**config.mk**
```make
export PLATFORM = sky130hd
export DESIGN_NAME = mirq_logic
export DESIGN_NICKNAME = d
export VERILOG_FILES = /design/src/rtl/mirq_pkg.sv /design/src/rtl/mirq_logic.sv
export SDC_FILE = /design/constraint.sdc
export NUM_CORES = 1
export LEC_CHECK = 0
export ABC_CLOCK_PERIOD_IN_PS = 2000
export BUFFER_PORTS_ARGS = -buffer_cell sky130_fd_sc_hd__buf_4
export CORE_UTILIZATION = 40
export CTS_CLUSTER_DIAMETER = 150
export DETAILED_ROUTE_END_ITERATION = 8
export PLACE_DENSITY = 0.62
export SETUP_SLACK_MARGIN = 0.1
export SYNTH_ARGS = -nofsm -noshare
export SYNTH_HDL_FRONTEND = slang
export SYNTH_SLANG_ARGS = --single-unit
```
**constraint.sdc**
```tcl
create_clock -name clock -period 2 [get_ports clock]
set_input_delay 0.4 -clock clock [delete_from_list [all_inputs] [get_ports clock]]
set_output_delay 0.4 -clock clock [all_outputs]
set_load 0.02 [all_outputs]
```
**src/rtl/mirq_pkg.sv**
```systemverilog
// mirq_pkg: register map, bit layout, phase and latency constants and the
// packed carriers of the microcontroller interrupt logic.
// assumes one instruction cycle is four clocks, one clock per q phase.
package mirq_pkg;

  // register addresses; the control register is mirrored in four banks
  localparam int         ADDR_W       = 9;
  localparam logic [8:0] CTRL_ADDR_B0 = 9'h00B;
  localparam logic [8:0] CTRL_ADDR_B1 = 9'h08B;
  localparam logic [8:0] CTRL_ADDR_B2 = 9'h10B;
  localparam logic [8:0] CTRL_ADDR_B3 = 9'h18B;
  localparam logic [8:0] FLAGS_ADDR   = 9'h00C;
  localparam logic [8:0] ENABLES_ADDR = 9'h08C;

  // irq_control bit positions
  localparam int GLOBAL_IRQ_ENABLE      = 7;
  localparam int PERIPHERAL_IRQ_ENABLE  = 6;
  localparam int TIMER0_OVERFLOW_ENABLE = 5;
  localparam int EXT_PIN_IRQ_ENABLE     = 4;
  localparam int PORT_CHANGE_ENABLE     = 3;
  localparam int TIMER0_OVERFLOW_FLAG   = 2;
  localparam int EXT_PIN_IRQ_FLAG       = 1;
  localparam int PORT_CHANGE_FLAG       = 0;

  // peripheral flag / enable bit positions
  localparam int EEPROM_DONE_FLAG     = 7;
  localparam int COMPARATOR_FLAG      = 6;
  localparam int SERIAL_RX_FLAG       = 5;
  localparam int SERIAL_TX_FLAG       = 4;
  localparam int CAPTURE_COMPARE_FLAG = 2;
  localparam int TIMER2_MATCH_FLAG    = 1;
  localparam int TIMER1_OVERFLOW_FLAG = 0;
  localparam logic [7:0] PERIPH_IMPL_MASK = 8'hF7;

  // reset values and timer0 wrap values
  localparam logic [7:0] CTRL_RST    = 8'h00;
  localparam logic [7:0] PERIPH_RST  = 8'h00;
  localparam logic [7:0] T0_WRAP_OLD = 8'hFF;
  localparam logic [7:0] T0_WRAP_NEW = 8'h00;

  // vector and phases
  localparam int          PC_W        = 13;
  localparam logic [12:0] VECTOR_ADDR = 13'h0004;
  localparam logic [1:0]  PH_Q1       = 2'h0;
  localparam logic [1:0]  PH_Q2       = 2'h1;
  localparam logic [1:0]  PH_Q3       = 2'h2;
  localparam logic [1:0]  PH_Q4       = 2'h3;
  localparam int          CLKS_PER_TCY = 4;
  localparam int          LATENCY_TCY  = 3;
  localparam int          HOLDOFF_TCY  = 1;
  localparam int          CNT_W        = 6;

  typedef enum logic [1:0] {
    LAT_IDLE    = 2'b00,
    LAT_COUNT   = 2'b01,
    LAT_HOLDOFF = 2'b10
  } mirq_lat_t;

  // signals from the processor core sequencer
  typedef struct packed {
    logic return_from_irq_instr; // one-cycle pulse
    logic sleeping;              // level
    logic port_read;             // pulse, port data latched on read
    logic ext_edge_select;       // option bit 6, 1 = rising
  } mirq_core_in_t;

  // signals to the processor core sequencer
  typedef struct packed {
    logic            vector_take;   // pulse: push return pc, load vector
    logic [PC_W-1:0] vector_addr;
    logic            nop_insert;    // level for one instruction cycle
    logic            wake;
    logic            sleep_inhibit;
    logic            irq_pending;
    logic [1:0]      phase;
  } mirq_core_out_t;

  typedef struct packed {
    logic [1:0] phase;
    logic [7:0] ctrl;
    logic [7:0] pflags;
    logic [7:0] penab;
    logic       ext_s1;
    logic       ext_s2;
    logic       ext_prev;
    logic       edge_hold;
    logic [3:0] port_s1;
    logic [3:0] port_s2;
    logic [3:0] port_latch;
    logic [7:0] t0_prev;
    mirq_lat_t  lat;
    logic [CNT_W-1:0] cnt;
    logic [7:0] rdata;
    logic       take;
    logic       nop;
    logic       wake;
    logic       sleep_inh;
    logic       pending;
  } mirq_state_t;

endpackage

```
**src/rtl/mirq_logic.sv**
```systemverilog
// mirq_logic: interrupt flags, enables, vector timing and wake logic of an
// 8-bit microcontroller.
// assumes core, timer0 and peripherals share this clock; pins are async.
//
// Strobed register access was left to the implementer.
`timescale 1ns/1ps

// Behaviour
// global enable gates every interrupt to core
// reset clears global enable
// return-from-interrupt sets global enable again
// peripheral flags 0Ch, enables 8Ch, bit3 unused
// peripheral needs own and peripheral enable
// take: clear global enable, push, vector 0004h
// async events reach vector in 3-4 cycles
// synchronous events reach vector in 3 cycles
// latency independent of instruction length
// flags set regardless of any enable
// after clearing global enable, ignore one cycle
// external pin edge, polarity by edge select
// pin edge sets flag, its enable masks
// enabled pin edge wakes from sleep
// pin flag sampled Q1, set during Q4-Q1
// timer0 wrap FFh to 00h sets flag
// change on port pins 7:4 sets flag
// change during port read may be missed
// software clears flags before re-enabling
// only return pc saved on entry
// reset values 0000000x and 0000-000
// wake with global enable loads vector
module mirq_logic #(
  parameter int LATENCY_TCY = mirq_pkg::LATENCY_TCY
) (
  // clock and reset
  input  wire logic                   clock,
  input  wire logic                   rst,
  input  wire logic                   rst_is_por,
  // register port
  input  wire logic [8:0]             reg_addr,
  input  wire logic [7:0]             reg_wdata,
  input  wire logic                   reg_wr,
  input  wire logic                   reg_rd,
  output logic      [7:0]             reg_rdata,
  // device pins
  input  wire logic                   ext_irq_pin,
  input  wire logic [3:0]             port_pins_hi,
  // request sources
  input  wire logic [7:0]             timer0_count,
  input  wire logic [7:0]             periph_req,
  // core sequencer
  input  wire mirq_pkg::mirq_core_in_t  core_in,
  output mirq_pkg::mirq_core_out_t      core_out
);

  localparam logic [mirq_pkg::CNT_W-1:0] TAKE_CLKS =
    mirq_pkg::CNT_W'(LATENCY_TCY * mirq_pkg::CLKS_PER_TCY);
  localparam logic [mirq_pkg::CNT_W-1:0] HOLD_CLKS =
    mirq_pkg::CNT_W'(mirq_pkg::HOLDOFF_TCY * mirq_pkg::CLKS_PER_TCY);

  // elaboration check: the clock countdown must fit in cnt
  if (LATENCY_TCY < 1 ||
      LATENCY_TCY * mirq_pkg::CLKS_PER_TCY >=
      (1 << mirq_pkg::CNT_W)) begin : g_bad_latency
    $error("mirq_logic: LATENCY_TCY out of range");
  end

  mirq_pkg::mirq_state_t s_q;
  mirq_pkg::mirq_state_t s_d;

  // decoded register accesses
  logic       ctrl_sel;
  logic       flags_sel;
  logic       enab_sel;
  logic       ctrl_wr;
  logic       gie_cleared_by_sw;
  // event detection
  logic       ext_edge;
  logic       ext_load;
  logic       port_change;
  logic       t0_wrap;
  // request evaluation
  logic       core_enabled_req;
  logic       periph_enabled_req;
  logic       any_enabled_req;
  logic       deliverable;
  logic       take_now;

  always_comb begin
    if (reg_addr == mirq_pkg::CTRL_ADDR_B0 ||
        reg_addr == mirq_pkg::CTRL_ADDR_B1 ||
        reg_addr == mirq_pkg::CTRL_ADDR_B2 ||
        reg_addr == mirq_pkg::CTRL_ADDR_B3) begin
      ctrl_sel  = 1'b1;
      flags_sel = 1'b0;
      enab_sel  = 1'b0;
    end else if (reg_addr == mirq_pkg::FLAGS_ADDR) begin
      ctrl_sel  = 1'b0;
      flags_sel = 1'b1;
      enab_sel  = 1'b0;
    end else if (reg_addr == mirq_pkg::ENABLES_ADDR) begin
      ctrl_sel  = 1'b0;
      flags_sel = 1'b0;
      enab_sel  = 1'b1;
    end else begin
      ctrl_sel  = 1'b0;
      flags_sel = 1'b0;
      enab_sel  = 1'b0;
    end
  end

  assign ctrl_wr = reg_wr & ctrl_sel;
  // a write that drops the global enable starts the ignore cycle
  assign gie_cleared_by_sw = ctrl_wr
    & s_q.ctrl[mirq_pkg::GLOBAL_IRQ_ENABLE]
    & ~reg_wdata[mirq_pkg::GLOBAL_IRQ_ENABLE];

  // edge on the synchronised pin, polarity chosen by software
  assign ext_edge = core_in.ext_edge_select
    ? (s_q.ext_s2 & ~s_q.ext_prev)
    : (~s_q.ext_s2 & s_q.ext_prev);

  // flag may only load in Q4 or Q1; earlier edges wait in edge_hold
  assign ext_load = (ext_edge | s_q.edge_hold) &
    (s_q.phase == mirq_pkg::PH_Q4 || s_q.phase == mirq_pkg::PH_Q1);

  // a change racing a port read in Q2 is lost, as the latch refreshes
  assign port_change = (s_q.port_s2 != s_q.port_latch) &
    ~(core_in.port_read && s_q.phase == mirq_pkg::PH_Q2);

  assign t0_wrap = (s_q.t0_prev == mirq_pkg::T0_WRAP_OLD) &&
    (timer0_count == mirq_pkg::T0_WRAP_NEW);

  always_comb begin
    core_enabled_req =
      (s_q.ctrl[mirq_pkg::EXT_PIN_IRQ_ENABLE] &
       s_q.ctrl[mirq_pkg::EXT_PIN_IRQ_FLAG]) |
      (s_q.ctrl[mirq_pkg::TIMER0_OVERFLOW_ENABLE] &
       s_q.ctrl[mirq_pkg::TIMER0_OVERFLOW_FLAG]) |
      (s_q.ctrl[mirq_pkg::PORT_CHANGE_ENABLE] &
       s_q.ctrl[mirq_pkg::PORT_CHANGE_FLAG]);
    periph_enabled_req =
      s_q.ctrl[mirq_pkg::PERIPHERAL_IRQ_ENABLE] &
      (|(s_q.pflags & s_q.penab & mirq_pkg::PERIPH_IMPL_MASK));
    any_enabled_req = core_enabled_req | periph_enabled_req;
    deliverable = any_enabled_req &
      s_q.ctrl[mirq_pkg::GLOBAL_IRQ_ENABLE];
  end

  // the countdown is in clocks, so instruction length never matters
  assign take_now = (s_q.lat == mirq_pkg::LAT_COUNT) &&
    (s_q.cnt == mirq_pkg::CNT_W'(1)) && deliverable;

  always_comb begin
    s_d = s_q;

    // free running q phase counter
    s_d.phase = s_q.phase + 2'h1;

    // synchronisers: first stage read only by the second
    s_d.ext_s1   = ext_irq_pin;
    s_d.ext_s2   = s_q.ext_s1;
    s_d.ext_prev = s_q.ext_s2;
    s_d.port_s1  = port_pins_hi;
    s_d.port_s2  = s_q.port_s1;
    s_d.t0_prev  = timer0_count;

    // pin edge parked until the Q4-Q1 window
    if (ext_load) begin
      s_d.edge_hold = 1'b0;
    end else if (ext_edge) begin
      s_d.edge_hold = 1'b1;
    end

    if (core_in.port_read) begin
      s_d.port_latch = s_q.port_s2;
    end

    // control register: software write, then hardware sets win
    if (ctrl_wr) begin
      s_d.ctrl = reg_wdata;
    end
    if (ext_load) begin
      s_d.ctrl[mirq_pkg::EXT_PIN_IRQ_FLAG] = 1'b1;
    end
    if (t0_wrap) begin
      s_d.ctrl[mirq_pkg::TIMER0_OVERFLOW_FLAG] = 1'b1;
    end
    if (port_change) begin
      s_d.ctrl[mirq_pkg::PORT_CHANGE_FLAG] = 1'b1;
    end
    if (core_in.return_from_irq_instr) begin
      s_d.ctrl[mirq_pkg::GLOBAL_IRQ_ENABLE] = 1'b1;
    end
    if (take_now) begin
      s_d.ctrl[mirq_pkg::GLOBAL_IRQ_ENABLE] = 1'b0;
    end

    // peripheral flags: set wins over a clearing write
    if (reg_wr && flags_sel) begin
      s_d.pflags = reg_wdata & mirq_pkg::PERIPH_IMPL_MASK;
    end
    s_d.pflags = s_d.pflags |
      (periph_req & mirq_pkg::PERIPH_IMPL_MASK);
    if (reg_wr && enab_sel) begin
      s_d.penab = reg_wdata & mirq_pkg::PERIPH_IMPL_MASK;
    end

    // read data stands one cycle after the strobe
    if (reg_rd) begin
      if (ctrl_sel) begin
        s_d.rdata = s_q.ctrl;
      end else if (flags_sel) begin
        s_d.rdata = s_q.pflags & mirq_pkg::PERIPH_IMPL_MASK;
      end else if (enab_sel) begin
        s_d.rdata = s_q.penab & mirq_pkg::PERIPH_IMPL_MASK;
      end else begin
        s_d.rdata = 8'h00;
      end
    end else begin
      s_d.rdata = 8'h00;
    end

    // vectoring sequence
    s_d.take = 1'b0;
    s_d.nop  = 1'b0;
    case (s_q.lat)
      mirq_pkg::LAT_IDLE: begin
        // requests are sampled at Q1 only; async arrivals add 0-1 cycle
        if (deliverable && !core_in.sleeping &&
            s_q.phase == mirq_pkg::PH_Q1) begin
          s_d.lat = mirq_pkg::LAT_COUNT;
          s_d.cnt = TAKE_CLKS;
        end
      end
      mirq_pkg::LAT_COUNT: begin
        if (!deliverable) begin
          s_d.lat = mirq_pkg::LAT_IDLE;
        end else if (s_q.cnt == mirq_pkg::CNT_W'(1)) begin
          // only the return pc is pushed by the core on this pulse
          s_d.take = 1'b1;
          s_d.lat  = mirq_pkg::LAT_IDLE;
        end else begin
          s_d.cnt = s_q.cnt - mirq_pkg::CNT_W'(1);
        end
      end
      mirq_pkg::LAT_HOLDOFF: begin
        s_d.nop = 1'b1;
        if (s_q.cnt == mirq_pkg::CNT_W'(1)) begin
          s_d.lat = mirq_pkg::LAT_IDLE;
          s_d.nop = 1'b0;
        end else begin
          s_d.cnt = s_q.cnt - mirq_pkg::CNT_W'(1);
        end
      end
      default: begin
        s_d.lat = mirq_pkg::LAT_IDLE;
      end
    endcase

    // flags stay set, so ignored requests return once enable is back
    if (gie_cleared_by_sw) begin
      s_d.lat  = mirq_pkg::LAT_HOLDOFF;
      s_d.cnt  = HOLD_CLKS;
      s_d.nop  = 1'b1;
      s_d.take = 1'b0;
    end

    // wake needs the individual enable, plus the peripheral enable for peripheral sources, but not the global one
    s_d.wake      = core_in.sleeping & any_enabled_req;
    s_d.sleep_inh = ~s_q.ctrl[mirq_pkg::GLOBAL_IRQ_ENABLE] &
      any_enabled_req;
    s_d.pending   = any_enabled_req;

    if (rst) begin
      s_d.phase = mirq_pkg::PH_Q1;
      // port-change flag survives all but power-on reset
      s_d.ctrl = mirq_pkg::CTRL_RST;
      if (!rst_is_por) begin
        s_d.ctrl[mirq_pkg::PORT_CHANGE_FLAG] =
          s_q.ctrl[mirq_pkg::PORT_CHANGE_FLAG];
      end
      s_d.pflags     = mirq_pkg::PERIPH_RST;
      s_d.penab      = mirq_pkg::PERIPH_RST;
      s_d.ext_prev   = s_q.ext_s2;
      s_d.edge_hold  = 1'b0;
      s_d.port_latch = s_q.port_s2;
      s_d.lat        = mirq_pkg::LAT_IDLE;
      s_d.cnt        = '0;
      s_d.rdata      = 8'h00;
      s_d.take       = 1'b0;
      s_d.nop        = 1'b0;
      s_d.wake       = 1'b0;
      s_d.sleep_inh  = 1'b0;
      s_d.pending    = 1'b0;
    end
  end

  always_ff @(posedge clock) begin
    s_q <= s_d;
  end

  assign reg_rdata              = s_q.rdata;
  assign core_out.vector_take   = s_q.take;
  assign core_out.vector_addr   = mirq_pkg::VECTOR_ADDR;
  assign core_out.nop_insert    = s_q.nop;
  assign core_out.wake          = s_q.wake;
  assign core_out.sleep_inhibit = s_q.sleep_inh;
  assign core_out.irq_pending   = s_q.pending;
  assign core_out.phase         = s_q.phase;

endmodule

```
Word-level counts from Yosys, hierarchy flattened

Cells that the tools add are included.

Add/sub/neg operators: 2
Multipliers: 0
Divide/modulo/power cells: 0
Order comparisons: 0
Equality and inequality tests: 18
Shifts and indexed selects: 0
Mux-type cells: 33
Bitwise logic cells: 28
Reduce and logical (&&, ||, !) cells: 32

Operator list:

| cell                                                            | number |
|---|---|
| 8-bit 2-to-1 mux                                                | 8 |
| 9-bit by 4-bit == test with 1-bit output, second input constant | 2 |
| 9-bit by 8-bit == test with 1-bit output, second input constant | 2 |
| 9-bit == test, second input constant                            | 2 |
| 6-bit one-hot mux with 3 select lines                           | 1 |
| 17-bit 2-to-1 mux                                               | 1 |
| 1-bit 2-to-1 mux                                                | 16 |
| 1-bit bitwise AND                                               | 14 |
| 6-bit 2-to-1 mux                                                | 2 |
| 8-bit bitwise AND                                               | 1 |
| 8-bit == test, second input constant                            | 1 |
| 1-bit logical AND                                               | 8 |
| 8-bit logical NOT                                               | 1 |
| 4-bit 2-to-1 mux                                                | 2 |
| 1-bit inverter                                                  | 8 |
| 8-bit OR                                                        | 1 |
| 2-bit nonzero test                                              | 4 |
| 2-bit OR reduction                                              | 4 |
| 7-bit OR reduction                                              | 1 |
| 6-bit by 1-bit == test with 1-bit output, second input constant | 1 |
| 3-bit != test, second input constant                            | 2 |
| 2-bit one-hot mux with 3 select lines                           | 1 |
| 3-bit AND reduction                                             | 2 |
| 3-bit nonzero test                                              | 2 |
| 15 further kinds                                                | 26 |

Register bits after elaboration: 70
Latch bits: 0
Memory bits (writable): 0
Memory bits (read-only): 0
Input port bits: 47
Output and inout port bits: 28
Word-level logic and storage cells: 139
Memories: 0

Depth between registers and ports, before layout

Gate-level depths: netlist (run 1).

Word-level depth: 10
Mapped depth: 7
Depth with buffers taken out: 7

Worst setup path before layout (run 1)

Ideal clock, no wire load.

Path type: input to register
Start: input port reg_addr[6]
End: register s_q[53] in the netlist's numbering
Library setup time: 0.132 ns
Data arrival time: 1.912 ns
Required time: 1.868 ns
Path slack: -0.044 ns
Stages: 6
Path buffers: 1
Path through: or4b_1 > buf_6 > nor4_4 > nand2_4 > mux2i_1 > a21oi_1

Longest elaborated chain between the ends: 8
Elaborated cells on any way between the ends: 13
Classes of those cells: eq/ne: 5; mux: 3; bitwise: 1; reduce/logical: 4

Ends and longest elaborated chain:

| what                                                                                                 | line                               | source |
|---|---|---|
| from (decl)                                                                                          | mirq_logic.sv:39                   | `input wire logic [8:0] reg_addr,` |
| 9-bit by 4-bit == test with 1-bit output or 9-bit by 8-bit == test with 1-bit output (tied branches) | mirq_logic.sv:89, mirq_logic.sv:90 |  |
| 1-bit logical OR                                                                                     | mirq_logic.sv:89                   | `if (reg_addr == mirq_pkg::CTRL_ADDR_B0 \|\|` |
| 1-bit logical OR                                                                                     | mirq_logic.sv:90                   | `reg_addr == mirq_pkg::CTRL_ADDR_B1 \|\|` |
| 1-bit logical OR                                                                                     | mirq_logic.sv:91                   | `reg_addr == mirq_pkg::CTRL_ADDR_B2 \|\|` |
| 1-bit 2-to-1 mux (*)                                                                                 | mirq_logic.sv:89                   |  |
| 1-bit logical AND (*)                                                                                | mirq_logic.sv:199                  | `if (reg_wr && flags_sel) begin` |
| 8-bit 2-to-1 mux (*)                                                                                 | mirq_logic.sv:199                  |  |
| 8-bit OR (*)                                                                                         | mirq_logic.sv:202                  | `s_d.pflags = s_d.pflags \|` |
| to (signal assigned)                                                                                 | mirq_logic.sv:299                  | `s_q <= s_d;` |
| to (decl)                                                                                            | mirq_logic.sv:67                   | `mirq_pkg::mirq_state_t s_q;` |

Every way passes the cells marked *; elsewhere a longest branch is shown, timed or not.
A chain may end at the register's enable or synchronous reset.

Worst setup path in the final report (run 1)

Start: register s_q[46] in the netlist's numbering
End: register s_q[17] in the netlist's numbering

Longest elaborated chain between the ends: 9
Elaborated cells on any way between the ends: 10
Classes of those cells: eq/ne: 2; bitwise: 4; reduce/logical: 4

Ends and longest elaborated chain:

| what                              | line              | source |
|---|---|---|
| 8-bit bitwise AND (*)             | mirq_logic.sv:143 | `(\|(s_q.pflags & s_q.penab & mirq_pkg::PERIPH_IMPL_MASK));` |
| 7-bit OR reduction (*)            | mirq_logic.sv:143 |  |
| 1-bit bitwise AND (*)             | mirq_logic.sv:142 | `s_q.ctrl[mirq_pkg::PERIPHERAL_IRQ_ENABLE] &` |
| 1-bit OR (*)                      | mirq_logic.sv:144 | `any_enabled_req = core_enabled_req \| periph_enabled_req;` |
| 1-bit bitwise AND (*)             | mirq_logic.sv:145 | `deliverable = any_enabled_req &` |
| 1-bit logical AND (2 in series)   | mirq_logic.sv:229 | `if (deliverable && !core_in.sleeping &&` |
| 2-bit != test (no line)           | -                 |  |
| 3-bit AND reduction (no line) (*) | -                 |  |

Marked as above.

==> run summary, run 1 <==
The flow ran to the end, and the final reports show no timing, DRC or antenna violations. In the layout the commonest cells are 79 x buf_4, 58 x dfxtp_1, 42 x nand2_1. The number of antenna diodes in the final layout is 0. The worst setup path is launched from a flip-flop. The portion of total power attributed to combinational logic was 0.074. The tools report the number of maximum-capacitance violations as 0. The switching share of total power was 0.240; the maximum ir drop on the vdd rail was 527 µV. After detailed routing, the average wire length per cell comes to 13.3 µm. Timing would allow up to 535 MHz.

The core region area came out at 0.00729 mm². Prior to clock tree synthesis, the placed netlist has a worst setup slack of -131 ps. The tools report the cell at the root of the clock tree as clkbuf_8. The number of clock sinks was 69.

The mean post-synth cell area was 9.32 µm². The minimum setup slack in the final design was 130 ps. In this run the power spent charging and discharging nets is 693 µW. The final layout contains 447 nets. The count of fill cells added during filler insertion was 693; the initial DRC count was 176. The floorplan step defined a die boundary enclosing 0.00795 mm². The slew at the pin with the worst max-slew slack was 513 ps. The synthesized design spends more area on one cell type than any other, namely dfxtp_1. The tools report the final weighted congestion of routability-driven global placement as 0.866. Summed over all layers, the routed wires come to 6.58 mm.

The top cell type's share of synthesized area came out at 0.422. Hold timing on the final database bottoms out at a slack of 152 ps. For the overall fraction of global-route tracks in use, the log shows 0.175. The die boundary width works out to 89.2 µm. The portion of the post-synthesis area used by sequential elements is 0.471. The most used flip-flop cell after synthesis is dfxtp_1.

The number of vias in the routed layout is 2521. The logs give 5 for the number of search-and-repair iterations in the first detailed-routing pass and 75 for the top-level I/O count. Sorting the synthesized cells by area gives the leading types as dfxtp_1 42%, buf_4 6.9%, nand2_1 5.2%, a21oi_1 5.1%, edfxtp_1 4.9%. The number of port buffers is 60. The internal portion of the total power is 2200 µW. The remaining max-slew budget at the tightest pin is 0.656, and the pin count of the biggest net entering global routing is 22. The post-synthesis async set-or-reset flop share works out to 0. The clock reaches the later pin of the worst-skew pair after 350 ps. The power density normalized to cell area was 760 mW/mm²; the total setup violations reported at the end of the flow was 0.

Clock-pin slew was measured on the worst setup and hold paths at 80 ps. The fraction of final layout cells sized beyond drive strength 1 was 0.295. The portion of the clock cycle consumed by the worst path in the final layout works out to 0.935. The clock arrives with 10.8 ps of skew.

The worst setup path is of the reg -> reg kind. After synthesis the cells add up to 0.00304 mm². TritonCTS built the clock tree.

The number of H-tree branching levels was 3. Summed over all cells, the static leakage comes to 0.00162 µW. At the worst endpoint, the required time is 2230 ps. The number of antenna violations at the first check in global routing was 0.

The total number of placement rows is 31, and the Yosys warning count is 0. The area growth from synthesis to layout is 25.1%. The total power is 2890 µW, and the leftover overflow at the end of global routing is 0. The worst path arrival time was 2100 ps. The number of standard cells after synthesis is 326. The via count of the first global-routing pass was 2149; the final antenna-violating net count was 0.

The number of buffers on the longest clock path came out at 2. The via count normalized by instance count was 5.08; the number of DRC violations after detailed routing was 0. The synthesized design contains 5 enable-type register cells.

For the final count of hold timing violations, the log shows 0. The number of different library cells in the post-synthesis netlist is 51. The highest net fanout along the worst path was 5; the part of the total power dissipated in sequential elements was 0.507.

In this run the worst hold path is classified as in -> reg. The initial core utilization was 0.417. The synthesized design contains 69 register bits. Detailed placement finished with a half-perimeter wire length of 4.78 mm.

Leaving out fill and tap cells, the most frequent cell in the layout is buf_4. Setup repair after global routing could not meet its margin everywhere. For the global-route wire length before repair, the log shows 10.2 mm. The clock group share of total power is 0.419. The worst setup path is captured at a flip-flop. The clock period minus final worst setup slack was 1870 ps; the floorplan die height was 89.2 µm. The run gives 9 as the TritonCTS buffer count. The final max-slew violation count was 0.
## routing by layer
layer	share of wire	GRT usage	vias up	routed length (µm)
met5	0	0	-	0
met4	0.010	0.0693	0	68
met3	0.076	0.0591	7	499
met2	0.45	0.264	104	2930
met1	0.47	0.230	1162	3080
li1	-	-	1248	-
## critical path, cell delays in order, from the launching register on
cell      delay (ps)
dfxtp_2          350
a222oi_1         110
buf_4            160
a31o_2           260
a211o_1          350
buf_4            180
a221oi_1         250
o22ai_1          100
## cell usage after synthesis, types with 2 or more instances
master / instances
a211oi_1: 3
a21oi_1: 31
a221oi_1: 2
a222oi_1: 4
a22oi_1: 7
a31o_2: 2
a31oi_1: 4
and2_1: 4
buf_4: 28
clkbuf_1: 5
conb_1: 2
dfxtp_1: 64
edfxtp_1: 5
ha_1: 8
inv_1: 20
mux2i_1: 9
nand2_1: 42
nand2b_1: 3
nand3_1: 6
nand4_1: 3
nor2_1: 13
nor2b_1: 2
nor3_1: 6
nor4_1: 11
nor4_4: 3
o21ai_0: 6
o22ai_1: 2
o31ai_1: 2
or2_2: 2
or3_1: 3
xor2_1: 4
## state kept, by name, indices dropped and copies added (netlist names)
signal     cells
core_out       7
s_d            5
s_q           49
reg_rdata      8
## power groups by stage
stage / registers (µW) / clock network (µW) / logic (µW)
finish: 1470 / 1210 / 213
global placement: 1500 / 0 / 212
global route: 1470 / 1320 / 234
CTS: 1460 / 1250 / 214
floorplan: 1490 / 0 / 131
detailed placement: 1500 / 0 / 214
## what timing repair did
item                                    4_1_cts  5_1_grt
hold buffers                                  0        0
gates resized for setup                       0       11
buffers inserted                              0        4
endpoints found under the setup margin        0        9
## logic make-up (layout without fill, tap and decap cells)
logic type | Yosys count | count (layout) | share of synthesized area
compound gates | 72 | 72 | 0.155
xor+xnor | 5 | 5 | 0.0144
fa+ha+maj | 8 | 8 | 0.0329
buf+inv | 55 | 115 | 0.105
flops | 69 | 69 | 0.471
mux | 9 | 9 | 0.0296
other cells | 2 | 13 | 0.00247
simple gates | 106 | 106 | 0.189
## worst paths after layout
path                            slack, ps                 start                   end  depth (start not counted)
worst min-delay path                  150           ext_irq_pin       s_d[43]$_DFF_P_                          1
worst min register to register        330       s_d[35]$_DFF_P_       s_q[35]$_DFF_P_                          0
worst max register to register        130  s_q[46]$_SDFFE_PP0P_  s_q[17]$_SDFFE_PP0P_                          7
worst max-delay path                  130  s_q[46]$_SDFFE_PP0P_  s_q[17]$_SDFFE_PP0P_                          7
## layout make-up
type	instances	area, µm²	area share
clock buffer	10	149	0.0392
clock inverter	6	67.6	0.0178
inverter	20	75.1	0.0197
multi-input combinational	213	1350	0.356
sequential	69	1440	0.379
tap	99	124	0.0326
timing repair buffer	79	593	0.156
## through the flow
step	instances	instance area, µm²	setup TNS (ps)	util
5_1_grt	496	3800	0	0.521
2_1_floorplan	337	3080	-197	-
4_1_cts	492	3740	0	0.513
6_report	496	3800	0	0.521
3_3_place_gp	476	3530	-920	0.484
3_5_place_dp	476	3530	-1290	0.484
Power figures use the tool's default switching activity.
==> run 2, diff against run 1 <==
--- a/config.mk
+++ b/config.mk
@@ -5,6 +5,7 @@
 export SDC_FILE = /design/constraint.sdc
 export NUM_CORES = 1
 export LEC_CHECK = 0
+export ABC_AREA = 1
 export ABC_CLOCK_PERIOD_IN_PS = 2000
 export BUFFER_PORTS_ARGS = -buffer_cell sky130_fd_sc_hd__buf_4
 export CORE_UTILIZATION = 40
==> constraint.sdc (replaced) <==
create_clock -name clock -period 2 [get_ports clock]
set_input_delay 0.3 -clock clock [delete_from_list [all_inputs] [get_ports clock]]
set_output_delay 0.3 -clock clock [all_outputs]
set_load 0.02 [all_outputs]
==> run summary, run 2 <==
The number of antenna violations at the first check in global routing came out at 0. TritonCTS built the clock tree. After detailed routing, the total wire length is 6.00 mm. The final count of hold timing violations was 0. The beginning of the critical path was s_q[60]$_SDFF_PP0_. The synthesized netlist contains 38 unique library cells.

The run gives 0.161 as the overall fraction of global-route tracks in use. The global-route track usage on met1 was 0.199; the number of H-tree branching levels was 3. The type of destination of the critical path was a flip-flop. The met2 track demand over resource was 0.253. Total number of placement rows: 31. In this run, the number of DRC markers left after iteration 0 of detailed routing was 69.

For the number of non-filler instances in the completed layout, the log shows 546. From bottom edge to top edge, the die measures 89.9 µm. The simple-gate area share of the yosys netlist is 0.239, and the synthesized-area fraction occupied by xor and xnor cells is 0.0227. Counting every instance in the synthesized netlist gives 388. Leading cell type in the layout, fill and taps excluded: nand2_1. The power density normalized to cell area is 776 mW/mm². Adding up every negative setup slack in the final design gives 0 ps.

After legalization and detailed placement, the total HPWL measured 4.53 mm. The tools report the global-route wire length before repair as 10.3 mm. After clock tree synthesis, the clock-pin slew on the worst setup and hold paths is 90 ps.

For the worst setup path, the data required time is 2240 ps. Worst setup slack for register-to-register paths: 420 ps. Once placement completed, the tool counted placed cells totaling 530.

The class of the worst hold path is in -> reg. Summed over all cells, the static leakage comes to 0.00184 µW. By area the synthesized netlist is led by dfxtp_1 41%, nand2_1 9.8%, buf_4 6.8%, inv_1 6.7%, edfxtp_1 4.9%. After global routing the overflow that remains totals 0. The tools report the top-level I/O count as 75.

For the final layout net count, the log shows 497. The die covers 0.00808 mm². CTS placed an instance of clkbuf_8 at the clock tree root. The tools report the critical register-to-register path endpoint as s_q[13]$_SDFFE_PP0P_. More flip-flops sit in one register than any other, and that register is s_q. By instance count, the leading cell after synthesis is nand2_1.

The library cells used most frequently in the layout, excluding fill and tap cells, are 81 x nand2_1, 65 x buf_4, 64 x dfxtp_1. Buffers inserted to repair hold after CTS numbered 0. The clock passes through at most 2 buffers.

The startpoint kind of the worst setup timing path is a flip-flop. VDD sags by at most 653 µV. The tools report the met3 track demand over resource in global routing as 0.0592. The detailed router placed 2490 vias in this run. The critical path in this run is classified as reg -> reg. The die boundary width was 89.9 µm; the average detailed-routed wire length per instance was 11.0 µm. The final max-slew violation count is 0, and the worst path arrival time is 1830 ps. After layout, the minimum clock period comes to 1580 ps. After detailed routing, the number of vias per cell comes to 4.56. Counting cells, the worst reg-to-reg path comes to 11. Entering global routing, the biggest net connects 22 pins. Dividing the synthesized area by the synthesized cell count gives 7.96 µm². The highest net fanout along the worst path was 7; the post-synthesis instance area was 0.00309 mm².

The tools report the total setup violations reported at the end of the flow as 0. The adder and majority cell fraction of the synthesized area is 0.0324, and the number of clock sinks is 69. For the final antenna diode count, the log shows 0. The tools report the end of the critical path as s_q[13]$_SDFFE_PP0P_. The total area inside the core boundary comes to 0.00737 mm². The post-synthesis async set-or-reset flop share was 0; the initial core utilization was 0.419.

In this run the most used layer during global routing was met2. The most used flip-flop cell after synthesis is dfxtp_1. The fraction of final layout cells sized beyond drive strength 1 was 0.215.

The biggest area contributor in the post-synthesis netlist is dfxtp_1. For this run, design rule violations remaining after detail routing come to 0. In this run the remaining antenna-violating nets after routing total 0.

The portion of the clock cycle consumed by the worst path in the final layout is 0.791. The compound-gate portion of the synthesized area was 0.0964. By area, the combinational part of the netlist is dominated by simple AND/OR/NAND/NOR gates. The run finished with clean final reports. Setup repair after global routing left no endpoint under its margin. Post-CTS timing repair inserted 0 buffers for setup.

The total power is 2880 µW, and the number of enable flip-flop cells after synthesis is 5. In this run the critical register-to-register path is launched from s_q[60]$_SDFF_PP0_. The number of cells upsized or downsized after cts was 0. Source-to-sink clock delay at the later pin of the worst-skew pair: 360 ps. The number of maximum-capacitance violations is 0, and the top cell type's share of synthesized area is 0.415. The post-synthesis mux area share works out to 0.

The first detailed-routing pass took 4 iterations. Routability-driven placement finished with a final weighted congestion of 0.865. Yosys printed 0 warnings.

The logs give 2323 for the via count of the first global-routing pass and 9 for the TritonCTS buffer count. The number of flip-flops in the largest register came out at 49. The tools report the portion of the post-synthesis area used by sequential elements as 0.463. Number of port buffers: 60. After synthesis, the most frequently instantiated cells are 81 x nand2_1, 64 x dfxtp_1, 55 x inv_1, 28 x buf_4. Relative to the synthesized area, the layout overhead comes to 20.1%. On the final layout, the worst clock skew is 10.6 ps.

Based on the critical path, the design can be clocked at up to 632 MHz. In this run, synthesis produced a sequential element count of 69.
## run 2: changes by cell type in the layout (fill, tap and decap cells not counted), sizes merged, moves of 4 or more
| cell | change |
|---|---|
| a22oi | -7 |
| o211ai | +6 |
| o21ai | +10 |
| mux2i | -9 |
| inv | +41 |
| nor4 | -12 |
| a222oi | -4 |
| nand2 | +40 |
| and2 | -4 |
| buf | -14 |
| a21oi | -5 |
| nor2 | +15 |
| nand3 | +18 |
## run 2: metal layers
| layer | vias up | wire (µm) |
|---|---|---|
| li1 | 1307 | - |
| met1 | 1106 | 2830 |
| met2 | 69 | 2660 |
| met3 | 8 | 396 |
| met4 | 0 | 104 |
| met5 | - | 0 |
## run 2: through the flow
| step | area, µm² | setup WS (ps) | hold WS (ps) | util |
|---|---|---|---|---|
| finish | 3710 | 417 | 32.2 | 0.503 |
| global placement | 3510 | 250 | 310 | 0.477 |
| global route | 3710 | 225 | 13.2 | 0.503 |
| detailed placement | 3510 | 215 | 316 | 0.477 |
| CTS | 3710 | 420 | 14.5 | 0.503 |
| floorplan | 3130 | 437 | 310 | - |
## run 2: layout make-up
type	count	area (µm²)
clock inverters	7	73.8
inverters	57	214
well taps	99	124
multi-input cells	240	1250
clock buffers	9	124
flip-flops and latches	69	1430
fillers	756	3660
repair buffers	65	488
## run 2: cell families after synthesis
group	after synthesis
xor+xnor	8
buf+inv	90
other cells	2
fa+ha+maj	8
simple gates	157
compound gates	54
flops	69
## run 2: worst max-delay path, stage by stage, from the launching register on
cell and delay (ps):
dfxtp_1 380, nand2_1 80, nand2_1 80, nor2_1 40, nand2_1 50, nand2_1 50
nand2_1 120, nand3_1 80, nand2_1 180, nand3_1 230, nand2_1 120, a21oi_1 60
## run 2: worst min path at each step
stage                    start               to  slack [ps]  cells after the start
2_1_floorplan  s_d[33]$_DFF_P_  s_q[33]$_DFF_P_         310                      0
3_3_place_gp   s_d[33]$_DFF_P_  s_q[33]$_DFF_P_         310                      0
3_5_place_dp   s_d[35]$_DFF_P_  s_q[35]$_DFF_P_         320                      0
4_1_cts            ext_irq_pin  s_d[43]$_DFF_P_          10                      1
5_1_grt        port_pins_hi[1]  s_d[34]$_DFF_P_          10                      1
6_report           ext_irq_pin  s_d[43]$_DFF_P_          30                      1
## run 2: power breakdown
part	total (µW)	internal, µW	switching [µW]
registers	1480	1450	33.9
clock network	1120	494	624
logic	279	127	153
total	2880	2070	811
==> run 3, diff against run 2 <==
--- a/config.mk
+++ b/config.mk
@@ -6,12 +6,12 @@
 export NUM_CORES = 1
 export LEC_CHECK = 0
 export ABC_AREA = 1
-export ABC_CLOCK_PERIOD_IN_PS = 2000
+export ABC_CLOCK_PERIOD_IN_PS = 1600
 export BUFFER_PORTS_ARGS = -buffer_cell sky130_fd_sc_hd__buf_4
 export CORE_UTILIZATION = 40
 export CTS_CLUSTER_DIAMETER = 150
 export DETAILED_ROUTE_END_ITERATION = 8
-export PLACE_DENSITY = 0.62
+export PLACE_DENSITY = 0.6
 export SETUP_SLACK_MARGIN = 0.1
 export SYNTH_ARGS = -nofsm -noshare
 export SYNTH_HDL_FRONTEND = slang
==> constraint.sdc (replaced) <==
create_clock -name clock -period 1.6 [get_ports clock]
set_input_delay 0.24 -clock clock [delete_from_list [all_inputs] [get_ports clock]]
set_output_delay 0.24 -clock clock [all_outputs]
set_load 0.02 [all_outputs]
==> run summary, run 3 (synthesis results as in run 2) <==
The longest clock path from root to sink contains 2 buffers. The tools report the overall fraction of global-route tracks in use as 0.170. The tool flagged a number of max-cap violations equal to 0.

VDD sags by at most 651 µV. The final layout net count is 524. Registers take 0.00145 mm².

Dividing the detail-routed wire length by the instance count gives 11.4 µm. The global-route wire length before repair came out at 10.8 mm. The minimum setup slack in the final design was 186 ps; the top-level I/O count was 75.

Clock skew: 10.8 ps. The tools report the source-to-sink clock delay at the later pin of the worst-skew pair as 340 ps. Counting flops per register, the top entry is s_q. From synthesis to final layout, the design area changed by 31.6%.

The type of destination of the critical path was a flip-flop. The total negative slack for setup checks was 0 ps. The top cell types in the final layout, fill and taps aside, are 79 x buf_4, 76 x nand2_1, 51 x inv_1, 51 x dfxtp_1, 24 x nor2_1. For this design the static power due to leakage is 0.00197 µW.

Detailed placement ended at an HPWL of 4.68 mm. The fraction of final layout cells sized beyond drive strength 1 was 0.306; the number of DRC violations after detailed routing was 0. The tools report the number of vias in the routed layout as 2569. The floorplan die height came out at 89.9 µm. The TritonCTS buffer count was 9; the final count of hold timing violations was 0. Timing analysis after detailed placement gives a worst setup slack of -23.6 ps. The run gives 0 as the total setup violations reported at the end of the flow.

The final wirelength is 6.53 mm, and the initial DRC count is 84. The final weighted congestion of routability-driven global placement was 0.859; the number of non-filler instances in the completed layout was 573. The number of clock sinks was 69; the via count of the first global-routing pass was 2432. The worst path arrival time is 1630 ps.

The clock period minus final worst setup slack is 1410 ps. The run finished with clean final reports. Dividing total power by cell area gives a power density of 919 mW/mm². In this run the worst path has a maximum fanout of 7. The total die area came out at 0.00808 mm². After global routing the overflow that remains totals 0.

The logs give 5 for the number of search-and-repair iterations in the first detailed-routing pass and 16 for the pin count of the biggest net entering global routing. For the core region area, the log shows 0.00737 mm². The tree is rooted in a clkbuf_8. The run gives 0 as the final antenna-violating net count. Once placement completed, the tool counted placed cells totaling 539.

The register with the most flip-flops in the layout has 49 of them. The setup path with the least slack is of type reg -> reg. In the final layout, the multi-input gates occupy 0.00135 mm². The portion of the clock cycle consumed by the worst path in the final layout came out at 0.884. Clock-pin slew was measured on the worst setup and hold paths at 70 ps. For the initial core utilization, the log shows 0.419. The number of antenna violations at the first check in global routing was 0. Setup repair after global routing could not meet its margin everywhere. The final max-slew violation count came out at 0. Power comes to 3740 µW. The data required time at the worst endpoint is 1820 ps, and the maximum clock rate is 707 MHz.

The via count normalized by instance count was 4.48; the number of H-tree branching levels was 3. Class of the worst hold path: in -> reg. The count of buffers added on input and output ports is 60. Total number of placement rows: 31.

The startpoint kind of the worst setup timing path was a flip-flop. TritonCTS built the clock tree. The repair_antennas step left the layout with diodes totalling 0. Leaving out fill and tap cells, the most frequent cell in the layout is buf_4. The die boundary width was 89.9 µm; the count of fill cells added during filler insertion was 707.
[run 3: critical path: stages, from the launching register on]
cell and delay [ps]:
dfxtp_2 340, nand2_1 50, nand2_1 80, nor2_1 50
nand2_1 50, nand2_1 60, nand2_2 100, nand3_2 100
nand2_4 140, inv_2 50, nor2_4 120, nand2_1 60
nand2_1 50, nor2_1 30
[run 3: repair_timing]
item / CTS / global route
resized for setup: 4 / 36
pin swaps: 0 / 6
hold buffers: 13 / 0
gates cloned: 0 / 0
hold endpoints to repair: 13 / 0
setup endpoints to repair: 5 / 8
setup buffers: 0 / 5
[run 3: layer usage]
metal	wire, µm	global-route usage
met1	3100	0.211
met2	2970	0.272
met3	351	0.0482
met4	115	0.0806
met5	0	0
[run 3: worst paths after layout]
path / start / endpoint / slack (ps) / cells past startpoint
max: s_q[45]$_SDFFE_PP0P_ / s_q[14]$_SDFFE_PP0P_ / 190 / 13
min reg2reg: s_d[34]$_DFF_P_ / s_q[34]$_DFF_P_ / 330 / 0
max reg2reg: s_q[45]$_SDFFE_PP0P_ / s_q[14]$_SDFFE_PP0P_ / 190 / 13
min: rst / s_q[20]$_SDFFE_PP0P_ / 120 / 2
[run 3: where the power goes]
part	switching (µW)	internal [µW]	total, µW
Combinational	216	201	418
Clock	664	806	1470
Sequential	40.2	1810	1850
[run 3: per-stage QoR]
| step | utilization | hold slack (ps) | area [µm²] |
|---|---|---|---|
| 6_report | 0.552 | 123 | 4070 |
| 5_1_grt | 0.552 | 121 | 4070 |
| 4_1_cts | 0.533 | 113 | 3930 |
| 3_5_place_dp | 0.486 | 312 | 3580 |
| 3_3_place_gp | 0.486 | 311 | 3580 |
| 2_1_floorplan | - | 268 | 3130 |
[run 3: final cells by class]
cell class                 instances  share of cell area
clock inverter                     6              0.0148
clock buffer                      10              0.0366
sequential                        69               0.356
inverter                          57              0.0532
timing repair buffer              92               0.178
tap                               99              0.0305
multi-input combinational        240               0.331
